## config.mk

```make
export PLATFORM = sky130hd
export DESIGN_NAME = dpt_tcon
export DESIGN_NICKNAME = d
export VERILOG_FILES = /design/src/dpt_pkg.sv /design/src/dpt_clkdiv.sv /design/src/dpt_tcon.sv
export VERILOG_INCLUDE_DIRS = /design/src
export SDC_FILE = /design/constraint.sdc
export NUM_CORES = 1
export LEC_CHECK = 0
export ABC_AREA = 1
export BUFFER_PORTS_ARGS = -buffer_cell sky130_fd_sc_hd__buf_2
export CAP_MARGIN = 20
export CORE_UTILIZATION = 35
export DETAILED_ROUTE_END_ITERATION = 12
export PLACE_DENSITY = 0.65
export SLEW_MARGIN = 20
export SYNTH_ARGS = -nofsm -noshare
export SYNTH_HDL_FRONTEND = slang
export SYNTH_SLANG_ARGS = --single-unit
```

## constraint.sdc

```tcl
create_clock -name clk_sys_i -period 7.8 [get_ports clk_sys_i]
set_input_delay 0.78 -clock clk_sys_i [delete_from_list [all_inputs] [get_ports clk_sys_i]]
set_output_delay 0.78 -clock clk_sys_i [all_outputs]
set_load 0.02 [all_outputs]
```

## src/dpt_map.svh

```systemverilog
// How it works
// - pixel is 8 bits per primary
// - data bit one drives high, no inversion
// - link clock about 54 MHz, never above 67.5; here 100 MHz / 7, about 14.3 MHz
// - frame rate kept within 56 to 75 Hz; here about 11.7 to 18.7 Hz from the 14.3 MHz link clock
// - frame total 1034 to 1274 lines
// - exactly 1024 active lines per frame
// - line total 740 to 960 clocks
// - exactly 640 active clocks per line
// - both sync outputs held low
// - supply off: inputs low or high impedance
// - supply on: every signal actively driven
// - backlight on after video, off before
// - first pixel of line on odd channel
// - odd and even link clocks identical
// - data enable on lane 2 bit D26
`ifndef DPT_MAP_SVH
`define DPT_MAP_SVH

`define DPT_CLK_MHZ        32'h0000_0064
`define DPT_DIV_CYC        3'h7
`define DPT_DIV_HIGH       3'h4
`define DPT_COLOR_W        8
`define DPT_H_ACT          11'h280
`define DPT_H_TOTAL_MIN    11'h2E4
`define DPT_H_TOTAL_TYP    11'h34C
`define DPT_H_TOTAL_MAX    11'h3C0
`define DPT_H_BLANK_MIN    11'h064
`define DPT_V_ACT          11'h400
`define DPT_V_TOTAL_MIN    11'h40A
`define DPT_V_TOTAL_TYP    11'h42A
`define DPT_V_TOTAL_MAX    11'h4FA
`define DPT_V_BLANK_MIN    11'h00A
`define DPT_T_SIG_US       32'h0000_0001
`define DPT_T_BL_MS        32'h0000_0001

`endif

```

## src/dpt_pkg.sv

```systemverilog
package dpt_pkg;
    typedef enum logic [2:0] {
        ST_OFF,
        ST_PWR_UP,
        ST_VID_UP,
        ST_ON,
        ST_BL_DN,
        ST_VID_DN
    } dpt_state_e;

    typedef logic [10:0] dpt_cnt_t;
    typedef logic [23:0] dpt_pix_t;

    typedef struct packed {
        logic [2:0] cnt;
        logic       lclk;
        logic       tick;
    } dpt_div_s;

    typedef struct packed {
        dpt_state_e  st;
        logic [31:0] wait_cnt;
        logic        run;
        dpt_cnt_t    hcnt;
        dpt_cnt_t    vcnt;
        dpt_cnt_t    htot;
        dpt_cnt_t    vtot;
        logic        vcc;
        logic        bl;
        logic        oe_n;
        logic        lclk;
        logic        de;
        logic        take;
        dpt_pix_t    odd;
        dpt_pix_t    even;
    } dpt_tcon_s;
endpackage

```

## src/dpt_clkdiv.sv

```systemverilog
`timescale 1ns/1ps
`default_nettype none
`include "dpt_map.svh"
module dpt_clkdiv
    import dpt_pkg::*;
#(
    parameter logic [2:0] DIV  = `DPT_DIV_CYC,
    parameter logic [2:0] HIGH = `DPT_DIV_HIGH
) (
    // clock and reset
    input  wire logic clk_i,
    input  wire logic rst_n_i,
    // divided clock
    output logic      lclk_o,
    output logic      tick_o
);
    dpt_div_s q;
    dpt_div_s d;

    // link clock high for four of seven cycles
    always_comb begin
        d = q;
        d.cnt = (q.cnt == DIV - 3'h1) ? 3'h0 : q.cnt + 3'h1;
        d.lclk = (d.cnt < HIGH);
        d.tick = (d.cnt == 3'h0);
    end

    always_ff @(posedge clk_i or negedge rst_n_i) begin
        if (!rst_n_i) begin
            q <= '0;
        end else begin
            q <= d;
        end
    end

    assign lclk_o = q.lclk;
    assign tick_o = q.tick;
endmodule
`default_nettype wire

```

## src/dpt_tcon.sv

```systemverilog
`timescale 1ns/1ps
`default_nettype none
`include "dpt_map.svh"
module dpt_tcon
    import dpt_pkg::*;
#(
    parameter int unsigned SIG_WAIT_CYC = `DPT_T_SIG_US * `DPT_CLK_MHZ,
    parameter int unsigned BL_WAIT_CYC  = `DPT_T_BL_MS * 32'h0000_03E8 * `DPT_CLK_MHZ
) (
    // clock and reset
    input  wire logic     clk_sys_i,
    input  wire logic     rst_n_i,
    // user control
    input  wire logic     panel_on_i,
    input  wire dpt_cnt_t h_total_i,
    input  wire dpt_cnt_t v_total_i,
    // user pixels
    input  wire dpt_pix_t pix_odd_i,
    input  wire dpt_pix_t pix_even_i,
    output logic          pix_take_o,
    // panel power
    output logic          vcc_en_o,
    output logic          bl_en_o,
    // panel link
    output logic          lclk_odd_o,
    output logic          lclk_even_o,
    output dpt_pix_t      odd_data_o,
    output dpt_pix_t      even_data_o,
    output logic          de_o,
    output logic          hsync_o,
    output logic          vsync_o,
    output logic          link_oe_n_o,
    // status
    output logic          video_run_o
);
    logic      rst_meta_q;
    logic      rst_q;
    logic      div_lclk;
    logic      div_tick;
    dpt_tcon_s q;
    dpt_tcon_s d;

    // reset release through two flops
    always_ff @(posedge clk_sys_i or negedge rst_n_i) begin
        if (!rst_n_i) begin
            rst_meta_q <= 1'b0;
            rst_q      <= 1'b0;
        end else begin
            rst_meta_q <= 1'b1;
            rst_q      <= rst_meta_q;
        end
    end

    dpt_clkdiv u_div (
        .clk_i   (clk_sys_i),
        .rst_n_i (rst_q),
        .lclk_o  (div_lclk),
        .tick_o  (div_tick)
    );

    // clamp requested totals into the legal window
    function automatic dpt_cnt_t clamp_h(input dpt_cnt_t v);
        if (v < `DPT_H_TOTAL_MIN) begin
            clamp_h = `DPT_H_TOTAL_MIN;
        end else if (v > `DPT_H_TOTAL_MAX) begin
            clamp_h = `DPT_H_TOTAL_MAX;
        end else begin
            clamp_h = v;
        end
    endfunction

    function automatic dpt_cnt_t clamp_v(input dpt_cnt_t v);
        if (v < `DPT_V_TOTAL_MIN) begin
            clamp_v = `DPT_V_TOTAL_MIN;
        end else if (v > `DPT_V_TOTAL_MAX) begin
            clamp_v = `DPT_V_TOTAL_MAX;
        end else begin
            clamp_v = v;
        end
    endfunction

    logic     active;
    logic     line_end;
    logic     frame_end;
    dpt_cnt_t hnext;
    dpt_cnt_t vnext;

    always_comb begin
        active    = q.run && (q.hcnt < `DPT_H_ACT) && (q.vcnt < `DPT_V_ACT);
        line_end  = (q.hcnt == q.htot - 11'h001);
        frame_end = line_end && (q.vcnt == q.vtot - 11'h001);
        hnext     = line_end ? 11'h000 : q.hcnt + 11'h001;
        vnext     = frame_end ? 11'h000 : (line_end ? q.vcnt + 11'h001 : q.vcnt);
    end

    always_comb begin
        d = q;
        d.take = 1'b0;
        if (q.wait_cnt != 32'h0) begin
            d.wait_cnt = q.wait_cnt - 32'h1;
        end

        // power and backlight sequencing
        case (q.st)
            ST_OFF: begin
                if (panel_on_i) begin
                    d.vcc      = 1'b1;
                    d.oe_n     = 1'b0;
                    d.wait_cnt = SIG_WAIT_CYC;
                    d.st       = ST_PWR_UP;
                end
            end
            ST_PWR_UP: begin
                if (q.wait_cnt == 32'h0 && div_tick) begin
                    d.run      = 1'b1;
                    d.hcnt     = 11'h000;
                    d.vcnt     = 11'h000;
                    d.htot     = clamp_h(h_total_i);
                    d.vtot     = clamp_v(v_total_i);
                    d.wait_cnt = BL_WAIT_CYC;
                    d.st       = ST_VID_UP;
                end
            end
            ST_VID_UP: begin
                if (!panel_on_i) begin
                    d.wait_cnt = BL_WAIT_CYC;
                    d.st       = ST_BL_DN;
                end else if (q.wait_cnt == 32'h0) begin
                    d.bl = 1'b1;
                    d.st = ST_ON;
                end
            end
            ST_ON: begin
                if (!panel_on_i) begin
                    d.bl       = 1'b0;
                    d.wait_cnt = BL_WAIT_CYC;
                    d.st       = ST_BL_DN;
                end
            end
            ST_BL_DN: begin
                if (q.wait_cnt == 32'h0 && div_tick && frame_end) begin
                    d.run      = 1'b0;
                    d.wait_cnt = SIG_WAIT_CYC;
                    d.st       = ST_VID_DN;
                end
            end
            ST_VID_DN: begin
                if (q.wait_cnt == 32'h0) begin
                    d.vcc  = 1'b0;
                    d.oe_n = 1'b1;
                    d.st   = ST_OFF;
                end
            end
            default: begin
                d.st = ST_OFF;
            end
        endcase

        // one pixel pair per link clock
        if (div_tick) begin
            d.lclk = div_lclk && d.run;
            if (q.run) begin
                d.de   = active;
                d.take = active;
                d.odd  = active ? pix_odd_i : 24'h000000;
                d.even = active ? pix_even_i : 24'h000000;
                d.hcnt = hnext;
                d.vcnt = vnext;
                if (frame_end) begin
                    d.htot = clamp_h(h_total_i);
                    d.vtot = clamp_v(v_total_i);
                end
            end
        end else begin
            d.lclk = div_lclk && q.run;
        end
        if (!d.run && !q.run) begin
            d.de   = 1'b0;
            d.odd  = 24'h000000;
            d.even = 24'h000000;
        end
    end

    always_ff @(posedge clk_sys_i or negedge rst_q) begin
        if (!rst_q) begin
            q      <= '0;
            q.st   <= ST_OFF;
            q.oe_n <= 1'b1;
            q.htot <= `DPT_H_TOTAL_TYP;
            q.vtot <= `DPT_V_TOTAL_TYP;
        end else begin
            q <= d;
        end
    end

    assign pix_take_o  = q.take;
    assign vcc_en_o    = q.vcc;
    assign bl_en_o     = q.bl;
    assign lclk_odd_o  = q.lclk;
    assign lclk_even_o = q.lclk;
    assign odd_data_o  = q.odd;
    assign even_data_o = q.even;
    assign de_o        = q.de;
    assign hsync_o     = 1'b0;
    assign vsync_o     = 1'b0;
    assign link_oe_n_o = q.oe_n;
    assign video_run_o = q.run;

    // helper counters for checks
    logic [12:0] de_len_q;
    logic [12:0] blank_len_q;
    always_ff @(posedge clk_sys_i or negedge rst_q) begin
        if (!rst_q) begin
            de_len_q    <= 13'h0000;
            blank_len_q <= 13'h0000;
        end else begin
            de_len_q    <= de_o ? de_len_q + 13'h0001 : 13'h0000;
            blank_len_q <= de_o ? 13'h0000 : blank_len_q + {12'h000, ~&blank_len_q};
        end
    end

    // set once data enable has been high since video start
    logic line_seen_q;
    always_ff @(posedge clk_sys_i or negedge rst_q) begin
        if (!rst_q) begin
            line_seen_q <= 1'b0;
        end else begin
            line_seen_q <= video_run_o && (line_seen_q || de_o);
        end
    end

    a_sync_low: assert property (
        @(posedge clk_sys_i) disable iff (!rst_q)
        !hsync_o && !vsync_o)
        else $error("sync output not low");

    a_de_width: assert property (
        @(posedge clk_sys_i) disable iff (!rst_q)
        $fell(de_o) |-> de_len_q == 13'h1180)
        else $error("active line not 640 link clocks");

    a_hblank_min: assert property (
        @(posedge clk_sys_i) disable iff (!rst_q)
        $rose(de_o) && line_seen_q |-> blank_len_q >= 13'h02BC)
        else $error("horizontal blanking too short");

    a_lclk_duty: assert property (
        @(posedge clk_sys_i) disable iff (!rst_q)
        $rose(lclk_odd_o) |-> lclk_odd_o[*4] ##1 !lclk_odd_o[*3])
        else $error("link clock duty not 4/7");

    a_bl_order: assert property (
        @(posedge clk_sys_i) disable iff (!rst_q)
        bl_en_o |-> vcc_en_o && video_run_o)
        else $error("backlight on without video");

    a_off_quiet: assert property (
        @(posedge clk_sys_i) disable iff (!rst_q)
        !vcc_en_o |-> !de_o && !lclk_odd_o && odd_data_o == 24'h0 && even_data_o == 24'h0)
        else $error("link not quiet with supply off");

    a_on_driven: assert property (
        @(posedge clk_sys_i) disable iff (!rst_q)
        vcc_en_o |-> !link_oe_n_o)
        else $error("link released while supply on");

    a_totals_legal: assert property (
        @(posedge clk_sys_i) disable iff (!rst_q)
        q.vtot >= `DPT_V_TOTAL_MIN && q.vtot <= `DPT_V_TOTAL_MAX
        && q.htot >= `DPT_H_TOTAL_MIN && q.htot <= `DPT_H_TOTAL_MAX)
        else $error("line or frame total out of range");

    a_de_active: assert property (
        @(posedge clk_sys_i) disable iff (!rst_q)
        div_tick && q.run && (q.vcnt >= `DPT_V_ACT) |=> !de_o)
        else $error("data enable in vertical blanking");

    a_take_at_start: assert property (
        @(posedge clk_sys_i) disable iff (!rst_q)
        $rose(de_o) |-> pix_take_o)
        else $error("no pixel taken at line start");

    a_blank_zero: assert property (
        @(posedge clk_sys_i) disable iff (!rst_q)
        !de_o |-> odd_data_o == 24'h000000 && even_data_o == 24'h000000)
        else $error("pixel data not zero while data enable low");

    a_de_on_edge: assert property (
        @(posedge clk_sys_i) disable iff (!rst_q)
        $changed(de_o) |-> $rose(lclk_odd_o))
        else $error("data enable moved off a link clock edge");

    a_run_powered: assert property (
        @(posedge clk_sys_i) disable iff (!rst_q)
        video_run_o |-> vcc_en_o && !link_oe_n_o)
        else $error("video running without supply or drive");

    a_pos_range: assert property (
        @(posedge clk_sys_i) disable iff (!rst_q)
        q.hcnt < q.htot && q.vcnt < q.vtot)
        else $error("position counter beyond its total");

    a_lclk_idle: assert property (
        @(posedge clk_sys_i) disable iff (!rst_q)
        !video_run_o |-> !lclk_odd_o)
        else $error("link clock running while video stopped");
endmodule
`default_nettype wire

```

-- Word-level counts from Yosys, hierarchy flattened
Cells that the tools add are included.
Widths: inputs -> output; s select.
- bits in registers: 141
- input port bits: 73
- output and inout bits: 58
- logic and storage cells: 112
- $add $sub $neg: 6
- $lt $le $gt $ge: 7
- equality and inequality tests: 17
- multiplexer cells: 40
- reduce and logical (&&, ||, !) cells: 22
- operators by type and width (kind ; number):
    $pmux 32 s5 ; 1
    $mux 44 ; 3
    $mux 50 ; 2
    $mux 80 ; 1
    $mux 11 ; 7
    $mux 35 ; 2
    $mux 32 ; 2
    $mux 24 ; 2
    $mux 48 ; 1
    $mux 36 ; 1
    $logic_not 32->1 ; 1
    $reduce_bool 32->1 ; 1
    $sub 32x1->32 const B ; 1
    $add 11x1->11 const B ; 2
    $eq 11x11->1 ; 2
    $lt 11x10->1 const B ; 2
    $lt 11x11->1 const B ; 2
    $mux 22 ; 1
    $sub 11x1->11 const B ; 2
    $pmux 3 s6 ; 1
    $ne 2x2->1 const B ; 7
    $mux 3 ; 4
    $gt 11x10->1 const B ; 1
    $gt 11x11->1 const B ; 1
    17 further kinds ; 42

-- Logic depth before layout (Yosys ltp)
Gate-level depths: netlist of the first run.
- depth after elaboration: 10
- gate-level depth with buffers: 18
- depth with buffers taken out: 18

-- Cells and area by module
Synthesis of the first run repeated with hierarchy kept, for this count alone.
- cell total of the unflattened synthesis: 904
- area, all modules: 7792.5 um^2
- by module, submodules not included (module ; times used ; cells an instance ; area an instance (um^2) ; seq. area each (um^2)):
    dpt_tcon ; 1 ; 887 ; 7616.1 ; 3415.8
    dpt_clkdiv ; 1 ; 17 ; 176.4 ; 125.1

-- Least setup slack after synthesis of the first run
Ideal clock, no wire load.
- kind: register -> register
- start: register q[55] (netlist name)
- end: register q[117] (netlist name)
- setup time: 0.120 ns
- data arrival time: 1.992 ns
- required time: 7.680 ns
- path slack: 5.688 ns
- cell stages (with the launch flop): 17
- path buffers: 0
- clock period less this slack: 2.112 ns
- path through: dfstp_2 -> inv_1 -> ha_1 -> inv_1 -> nand2_1 -> nand2_1 -> nor2_1 -> inv_1 -> nor2_1 -> nand2_1 -> nor2_1 -> nand2_1 -> nor2_1 -> nand4_1 -> nand2_2 -> nand2_4 -> and3_1
- RTL lines (element ; RTL line ; text):
    start: declaration ; dpt_tcon.sv:40 ; dpt_tcon_s q;

-- Worst setup path after layout of the first run
- start: register q[65] (netlist name)
- end: register q[81] (netlist name)
- longest elaborated chain between the ends: 6
- elaborated cells between the ends (all ways): 7
- those cells by class: add/sub (1); eq/ne (2); mux (3); reduce/logical (1)
- RTL lines (element ; RTL line ; text):
    $sub 11x1->11 (*) ; dpt_tcon.sv:90 ; line_end = (q.hcnt == q.htot - 11'h001);
    $eq 11x11->1 (*) ; dpt_tcon.sv:90 ;
    $logic_and 1x1->1 ; dpt_tcon.sv:91 ; frame_end = line_end && (q.vcnt == q.vtot - 11'h001);
    $mux 11 ; dpt_tcon.sv:93 ; vnext = frame_end ? 11'h000 : (line_end ? q.vcnt + 11'h001 : q.vcnt);
    $mux 44 ; dpt_tcon.sv:162 ; if (q.run) begin
    $mux 44 ; dpt_tcon.sv:160 ; if (div_tick) begin
Every way passes the cells marked *; elsewhere a longest branch is shown, timed or not.
A chain may end at the register's enable or synchronous reset.

==> results of run 1 <==
-- placed cells by master, fill, tap and decap left out, types with 3 or more instances in the layout --
master       n
dfstp_2     10
buf_4        4
nand3_1     48
a21oi_1     26
conb_1       3
xor2_1      34
o211ai_1     3
inv_1      127
and3_1       3
xnor2_1     17
a32o_1      49
nor3_1      14
clkinv_4     4
nand2_1    190
or2_2        5
nand3b_1     3
o21ai_0     42
a22oi_1      3
nand4_1     17
o22ai_1     10
o21a_1       4
nor4_1       7
ha_1         5
dfrtp_1    130
clkbuf_16   17
nor2_1     125
buf_2      128
nor2_2       8
nand2_2      3
-- worst max-delay path, delay by kind of cell (launching register included) --
kind            cells  cell delay [ps]
simple gates       12             1680
flops               1              390
buf+inv             3              290
fa+ha+maj           1              280
compound gates      1               80
-- state kept, by name, indices dropped and copies added (netlist names) --
signal and cells:
link_oe_n_o 1, vcc_en_o 1, de_o 1, even_data_o 24
rst_q 1, u_div.q 3, u_div.lclk_o 1, video_run_o 1
bl_en_o 1, pix_take_o 1, lclk_even_o 1, rst_meta_q 1
odd_data_o 24, u_div.tick_o 1, q 79
-- routing by layer --
layer	global-route usage, %	part of all wire, %	vias up	wire [um]
met2	26.61	47	163	8156
met4	5.532	1.2	0	218
met3	3.176	4.4	14	763
met5	0	0	-	0
met1	20.85	48	3064	8346
li1	-	-	3326	-
-- cell type report --
cell class	count	area (sq um)	share of cell area [%]
inverters	127	476.7	5.256
multi-input cells	635	3443	37.96
repair buffers	132	670.6	7.394
well taps	280	350.3	3.863
clock buffers	20	446.7	4.925
clock inverters	12	137.6	1.517
flip-flops and latches	141	3545	39.08
-- logic make-up (layout without fill, tap and decap cells) --
family | count (synthesis) | after routing
AOI/OAI and AO/OA | 147 | 147
xor gates and xnor gates | 52 | 52
adders and majority gates | 5 | 5
buffers and inverters | 202 | 291
DFF | 141 | 141
other | 2 | 3
and+or+nand+nor | 428 | 428
-- through the flow --
step	total power [mW]	instance area, sq um	hold WS [ps]	util [%]	setup WS, ps
4_1_cts	1.820	9070	120.3	41.05	4969
6_report	1.795	9070	140.9	41.05	4929
3_5_place_dp	1.014	8486	338.1	38.41	4976
5_1_grt	1.880	9070	119.7	41.05	4544
3_3_place_gp	1.011	8486	333.7	38.41	5067
2_1_floorplan	0.9668	7968	331.2	-	3598
-- report_power, final --
part | internal, mW | total, mW | switching, mW | leakage [nW]
clock | 0.482 | 0.796 | 0.314 | 0.281
sequential | 0.762 | 0.790 | 0.0284 | 1.72
combinational | 0.0799 | 0.209 | 0.129 | 2.36
-- path summary, 6_finish.rpt --
check,startpoint,endpoint,depth (start not counted),slack [ps]
worst min-delay path,rst_n_i,rst_q,1,140
max in group asynchronous,rst_q,q[113],1,5930
min in group clk_sys_i,rst_meta_q,rst_q,0,350
worst max-delay path,q[65],q[81],17,4930
worst max register to register,q[65],q[81],17,4930
worst min register to register,rst_meta_q,rst_q,0,350
==> reports/qor.yml, run 1 <==
place_inst: 1315
path_clk_slew_ps: 60
synth_common_cells: "190 x nand2_1, 131 x dfrtp_1, 127 x inv_1"
pwr_density_cell_nw_per_um2: 197.9
worstPathCellList: "inv_1 > ha_1 > inv_1 > nand2_1 > nand2_1 > nand2_1 > nand2_1 > nor2_1 > nand2_1 > nor2_1 > nand3_1 > nor2_2 > inv_1 > nand2_1 > nand2_1 > nand2_1 > o21ai_0"
synth_top_cell_area_share_pct: 41.16
tightest_slew_ps: 1090
synth_top_area_cell: "dfrtp_1"
ys_warn_count: 0
rows: 54
route.antenna.remaining_nets: 0
nFillCells: 2175
antenna_found_initial: 0
gp_congestion: 0.8584
crit_fanout: 11
slowest_stage: "dfrtp_1"
grt_pass1_wl_um: 30720
diodes: 0
drv_cap: 0
synthMuxAreaShare_pct: 0
cts_setup_buffers: 0
coreArea_sq_um: 22090
start_util_pct: 36.05
grt_pass1_vias: 6430
finalNonFillerCells: 1347
status: "finished clean"
cp-start-kind: "flop"
critPathMostFrequentCell: "nand2_1"
p_leak_nw: 4.360
synthMostInstantiatedCell: "nand2_1"
max_stage_delay_ps: 390
min_path_type: "input pin to async pin"
yosysSeqAreaShare_pct: 44.46
clkLatencyLatePin_ps: 420
hpwl_um: 12630
syn_inst: 977
dieArea_sq_um: 23360
synth-simple-area-share_pct: 23.30
drc: 0
cts_tree: "yes"
wl_um: 17490
min_period_ps: 2871
clockBufferDepth: 2
synthTopCellsByArea: "dfrtp_1 41%, nand2_1 9.0%, a32o_1 6.2%"
numPortBuffers: 128
criticalPathCategory: "flop to flop"
fp.dieW_um: 152.8
cts_root_buf: "clkbuf_16"
worstPathRequired_ps: 8070
fmax_mhz: 348.3
cts_sinks: 141
area_delta_synth_final_pct: 13.89
hold_buffers: 0
cts_buffers: 17
nets: 1132
first_pass_iters: 7
async_reset_ff_share_pct: 100.0
worstSetupEndpointType: "flop"
avgSynthCellArea_sq_um: 8.151
synth_compound_area_share_pct: 13.12
setup_violations: 0
rsz0062_at_grt: "no"
setup_tns_ps: 0
grt_overflow_total: 0
via_count: 6567
die_h_um: 152.8
maxSlewHeadroom_pct: 26.76
grt_max_degree: 74
ios: 131
htreeDepth: 4
cp.arrival_ps: 3140
synth_fa_ha_area_share_pct: 0.7855
syn-cell-area_sq_um: 7964
grt_use_total_pct: 16.04
synth_top_flop_cell: "dfrtp_1"
finalHoldViolations: 0
drt-initial-drc-count: 531
fin_skew_ps: 10.04
ir_drop_mv: 0.09126
synthDistinctLibCells: 44
via_per_inst: 4.875
wl_per_cell_um: 12.98
cts_resized: 0
synth-edff-count: 0
report.final.slew_viol_count: 0
synth_xor_area_share_pct: 5.892
period_share_pct: 36.81
ys_ff_latch: 141
drive_gt1_share_pct: 18.28
synth_top_family_by_area: "simple AND/OR/NAND/NOR gates"
Note: power is estimated with default switching activity, not from simulation.
==> run 2, diff against run 1 <==
--- a/config.mk
+++ b/config.mk
@@ -6,12 +6,12 @@
 export SDC_FILE = /design/constraint.sdc
 export NUM_CORES = 1
 export LEC_CHECK = 0
-export ABC_AREA = 1
+export ABC_AREA = 0
 export BUFFER_PORTS_ARGS = -buffer_cell sky130_fd_sc_hd__buf_2
 export CAP_MARGIN = 20
 export CORE_UTILIZATION = 35
 export DETAILED_ROUTE_END_ITERATION = 12
-export PLACE_DENSITY = 0.65
+export PLACE_DENSITY = 0.67
 export SLEW_MARGIN = 20
 export SYNTH_ARGS = -nofsm -noshare
 export SYNTH_HDL_FRONTEND = slang
==> constraint.sdc (replaced) <==
create_clock -name clk_sys_i -period 2.6 [get_ports clk_sys_i]
set_input_delay 0.26 -clock clk_sys_i [delete_from_list [all_inputs] [get_ports clk_sys_i]]
set_output_delay 0.26 -clock clk_sys_i [all_outputs]
set_load 0.02 [all_outputs]
==> run 2 against run 1 <==
  * The run now ends with setup timing left
  * Combinational power grew to 8.9 times the previous value
  * Sequential share of layout area fell by 3.5 points
  * Clock-buffer cell count down 3
  * Clock power grew to 3.0 times the previous value
  * Core utilization rose by 6.4 points
  * Via count shrank 7.4%
  * Critical path depth is 9 lower
  * First-iteration DRC count down 56%
  * Worst hold slack got worse by 90 ps
  * Clock skew increased by 1.5 ps
  * Wire length is 4.7% higher
  * Largest cell class is now multi-input combinational cells
==> reports/qor.yml, run 2 <==
critPathTopFamily: "simple AND/OR/NAND/NOR gates"  # unchanged
crit_fanout: 6  # was 11
violations: "setup timing"
fin_ws_ps: -234.5  # was 4929 ps
largest_reg_flops: 79  # unchanged
tightest_slew_ps: 916.6  # was 1090 ps
min_path_type: "input pin to flop"  # was input pin to async pin
route.antenna.remaining_nets: 0  # unchanged
setup_violations: 112  # was 0
status: "finished, violations left"  # was finished clean
synthTopCellsByArea: "dfrtp_1 44%, a22o_1 6.1%, buf_4 5.2%"  # was dfrtp_1 41%, nand2_1 9.0%, a32o_1 6.2%
coreArea_sq_um: 21020  # was 22090 sq um
synth-edff-count: 0  # unchanged
worstPathRequired_ps: 2910  # was 8070 ps
critPathMostFrequentCell: "or4_4"  # was nand2_1
diodes: 0  # unchanged
grt_use_total_pct: 16.30  # was 16.04%
regMostFlops: "q"  # unchanged
reg2reg_to: "q[124]"  # was q[81]
clkLatencyLatePin_ps: 430  # was 420 ps
grt_pass1_wl_um: 28810  # was 30720 um
synth_common_cells: "131 x dfrtp_1, 55 x nor2_1, 52 x a22o_1, 52 x buf_4, 47 x o21ai_0"  # was 190 x nand2_1, 131 x dfrtp_1, 127 x inv_1
nets: 1004  # was 1132
synth_top_area_cell: "dfrtp_1"  # unchanged
avgSynthCellArea_sq_um: 10.13  # was 8.151 sq um
numPortBuffers: 128  # unchanged
max_stage_delay_ps: 600  # was 390 ps
fp.dieW_um: 148.4  # was 152.8 um
rsz0062_at_grt: "yes"  # was no
mostFrequentLayoutCells: "130 x dfrtp_1, 128 x buf_2, 100 x buf_4"  # was 190 x nand2_1, 130 x dfrtp_1, 128 x buf_2
gp_congestion: 0.7889  # was 0.8584
grt_overflow_total: 0  # unchanged
dp_slack_ps: -380.0  # was 4976 ps
min_path_cells: 2
htreeDepth: 4  # unchanged
ys_ff_latch: 141  # unchanged
r2r_setup_slack_ps: -230  # was 4930 ps
cp.arrival_ps: 3140  # about the same
first_pass_iters: 4  # was 7
area_delta_synth_final_pct: 32.82  # was 13.89%
hpwl_um: 11510  # was 12630 um
p_leak_nw: 4.780  # was 4.360 nW
antenna_found_initial: 0  # unchanged
worstPathCellList: "or4_4 > or4_4 > buf_4 > or4_4 > nand3_4 > nor3_1 > xnor2_1 > nor2_4"  # was inv_1 > ha_1 > inv_1 > nand2_1 > nand2_1 > nand2_1 > nand2_1 > nor2_1 > nand2_1 > nor2_1 > nand3_1 > nor2_2 > inv_1 > nand2_1 > nand2_1 > nand2_1 > o21ai_0
async_reset_ff_share_pct: 100.0  # unchanged
wl_um: 18310  # was 17490 um
cp-start-kind: "flop"  # unchanged
cp_num_buf_inv: 1  # was 3
drt-initial-drc-count: 236  # was 531
min_period_ps: 2835  # was 2871 ps
ys_warn_count: 0  # unchanged
rows: 53  # was 54
cts_buffers: 17  # unchanged
nFillCells: 1903  # was 2175
synthMostInstantiatedCell: "dfrtp_1"  # was nand2_1
rr_startpoint: "q[117]"  # was q[65]
dieArea_sq_um: 22030  # was 23360 sq um
via_count: 6084  # was 6567
worstSetupEndpointType: "flop"  # unchanged
ios: 131  # unchanged
period_share_pct: 109.0  # was 36.81%
criticalPathCategory: "flop to flop"  # unchanged
fin_skew_ps: 11.55  # was 10.04 ps
finalHoldViolations: 0  # unchanged
seq_area_sq_um: 3545  # unchanged
slowest_stage: "or4_4"  # was dfrtp_1
maxSlewHeadroom_pct: 37.31  # was 26.76%
multiInputGateArea_sq_um: 3593  # was 3443 sq um
path_clk_slew_ps: 70  # was 60 ps
min_to: "even_data_o[3]"
place_inst: 1143  # was 1315
syn_inst: 741  # was 977
syn-cell-area_sq_um: 7503  # was 7964 sq um
drv_cap: 0  # unchanged
layout_commonest_cell: "dfrtp_1"  # was nand2_1
finalNonFillerCells: 1214  # was 1347
grt_pass1_vias: 5879  # was 6430
fmax_mhz: 352.8  # was 348.3 MHz
cts_root_buf: "clkbuf_16"  # unchanged
report.final.slew_viol_count: 0  # unchanged
cts_tree: "yes"  # unchanged
wl_per_cell_um: 15.08  # was 12.98 um
cts_sinks: 141  # unchanged
synth_top_cell_area_share_pct: 43.69  # was 41.16%
p_total_mw: 6.859  # was 1.795 mW
synth_top_flop_cell: "dfrtp_1"  # unchanged
grt_max_degree: 55  # was 74
drive_gt1_share_pct: 40.04  # was 18.28%
start_util_pct: 35.69  # was 36.05%
ir_drop_mv: 0.4565  # was 0.09126 mV
yosysSeqAreaShare_pct: 47.19  # was 44.46%
min-delay-start: "pix_even_i[3]"
drc: 0  # unchanged
worst_r2r_path_depth: 8  # was 17
die_h_um: 148.4  # was 152.8 um
via_per_inst: 5.012  # was 4.875
synthDistinctLibCells: 63  # was 44
pwr_density_cell_nw_per_um2: 688.3  # was 197.9 nW/um^2
clockBufferDepth: 2  # unchanged
-- run 2: cell count changes after synthesis, sizes merged, moves of 33 or more --
| cell | delta |
|---|---|
| a32o | -49 |
| nor2 | -79 |
| inv | -100 |
| a22o | +52 |
| nand3 | -33 |
| nand2 | -157 |
-- run 2: how the worst max path moves through the flow --
stage | startpoint | endpoint | depth (start not counted)
final | q[117] | q[124] | 8
after floorplan | q[111] | q[60] | 9
after global routing | q[117] | q[124] | 8
after global placement | q[54] | q[73] | 10
after detailed placement | q[54] | q[66] | 10
after CTS | q[117] | odd_data_o[16] | 9
-- run 2: kinds of logic (layout without fill, tap and decap cells) --
group	Yosys count	in the layout	synth area share [%]
AO/OA/AOI/OAI	164	164	15.31
AND/OR/NAND/NOR	238	239	17.61
flip-flops	141	141	47.19
buffers and inverters	115	311	9.021
adder cells (fa/ha/maj)	5	5	0.8338
XOR/XNOR	51	51	6.136
multiplexers	25	25	3.802
other	2	3	0.1001
-- run 2: cell type report --
| class | instances | share of cell area [%] |
|---|---|---|
| inverters | 27 | 1.017 |
| multi-input cells | 487 | 36.06 |
| flip-flops and latches | 141 | 35.57 |
| well taps | 275 | 3.453 |
| clock inverters | 15 | 1.544 |
| repair buffers | 252 | 18.09 |
| clock buffers | 17 | 4.269 |
-- run 2: power breakdown --
part           switching (mW)  leakage (nW)  total [mW]  internal, mW
logic                   0.920          2.69        1.85         0.930
clock network            1.05         0.281        2.40          1.35
registers               0.194          1.81        2.61          2.41
-- run 2: stage by stage --
step	utilization, %	setup TNS [ps]	hold slack, ps	area [sq um]
floorplan	-	-3687	-35.59	7570
global placement	41.22	-20960	45.13	8666
detailed placement	41.22	-26220	46.68	8666
finish	47.41	-12250	50.78	9966
CTS	45.90	-14540	30.58	9649
global route	47.41	-22780	38.84	9966
-- run 2: metal layers --
| metal | GRT usage [%] | vias up | routed length (um) |
|---|---|---|---|
| met5 | 0 | - | 0 |
| met3 | 3.374 | 14 | 591 |
| met1 | 21.11 | 2991 | 8361 |
| li1 | - | 2981 | - |
| met2 | 27.34 | 98 | 9172 |
| met4 | 4.691 | 0 | 180 |
-- run 2: repair_timing --
item,in CTS,in global routing
setup buffers,22,8
hold buffers,1,0
hold endpoints to repair,2,0
gates resized for setup,46,50
setup endpoints to repair,126,124
gates cloned,2,7
pin swaps,21,19
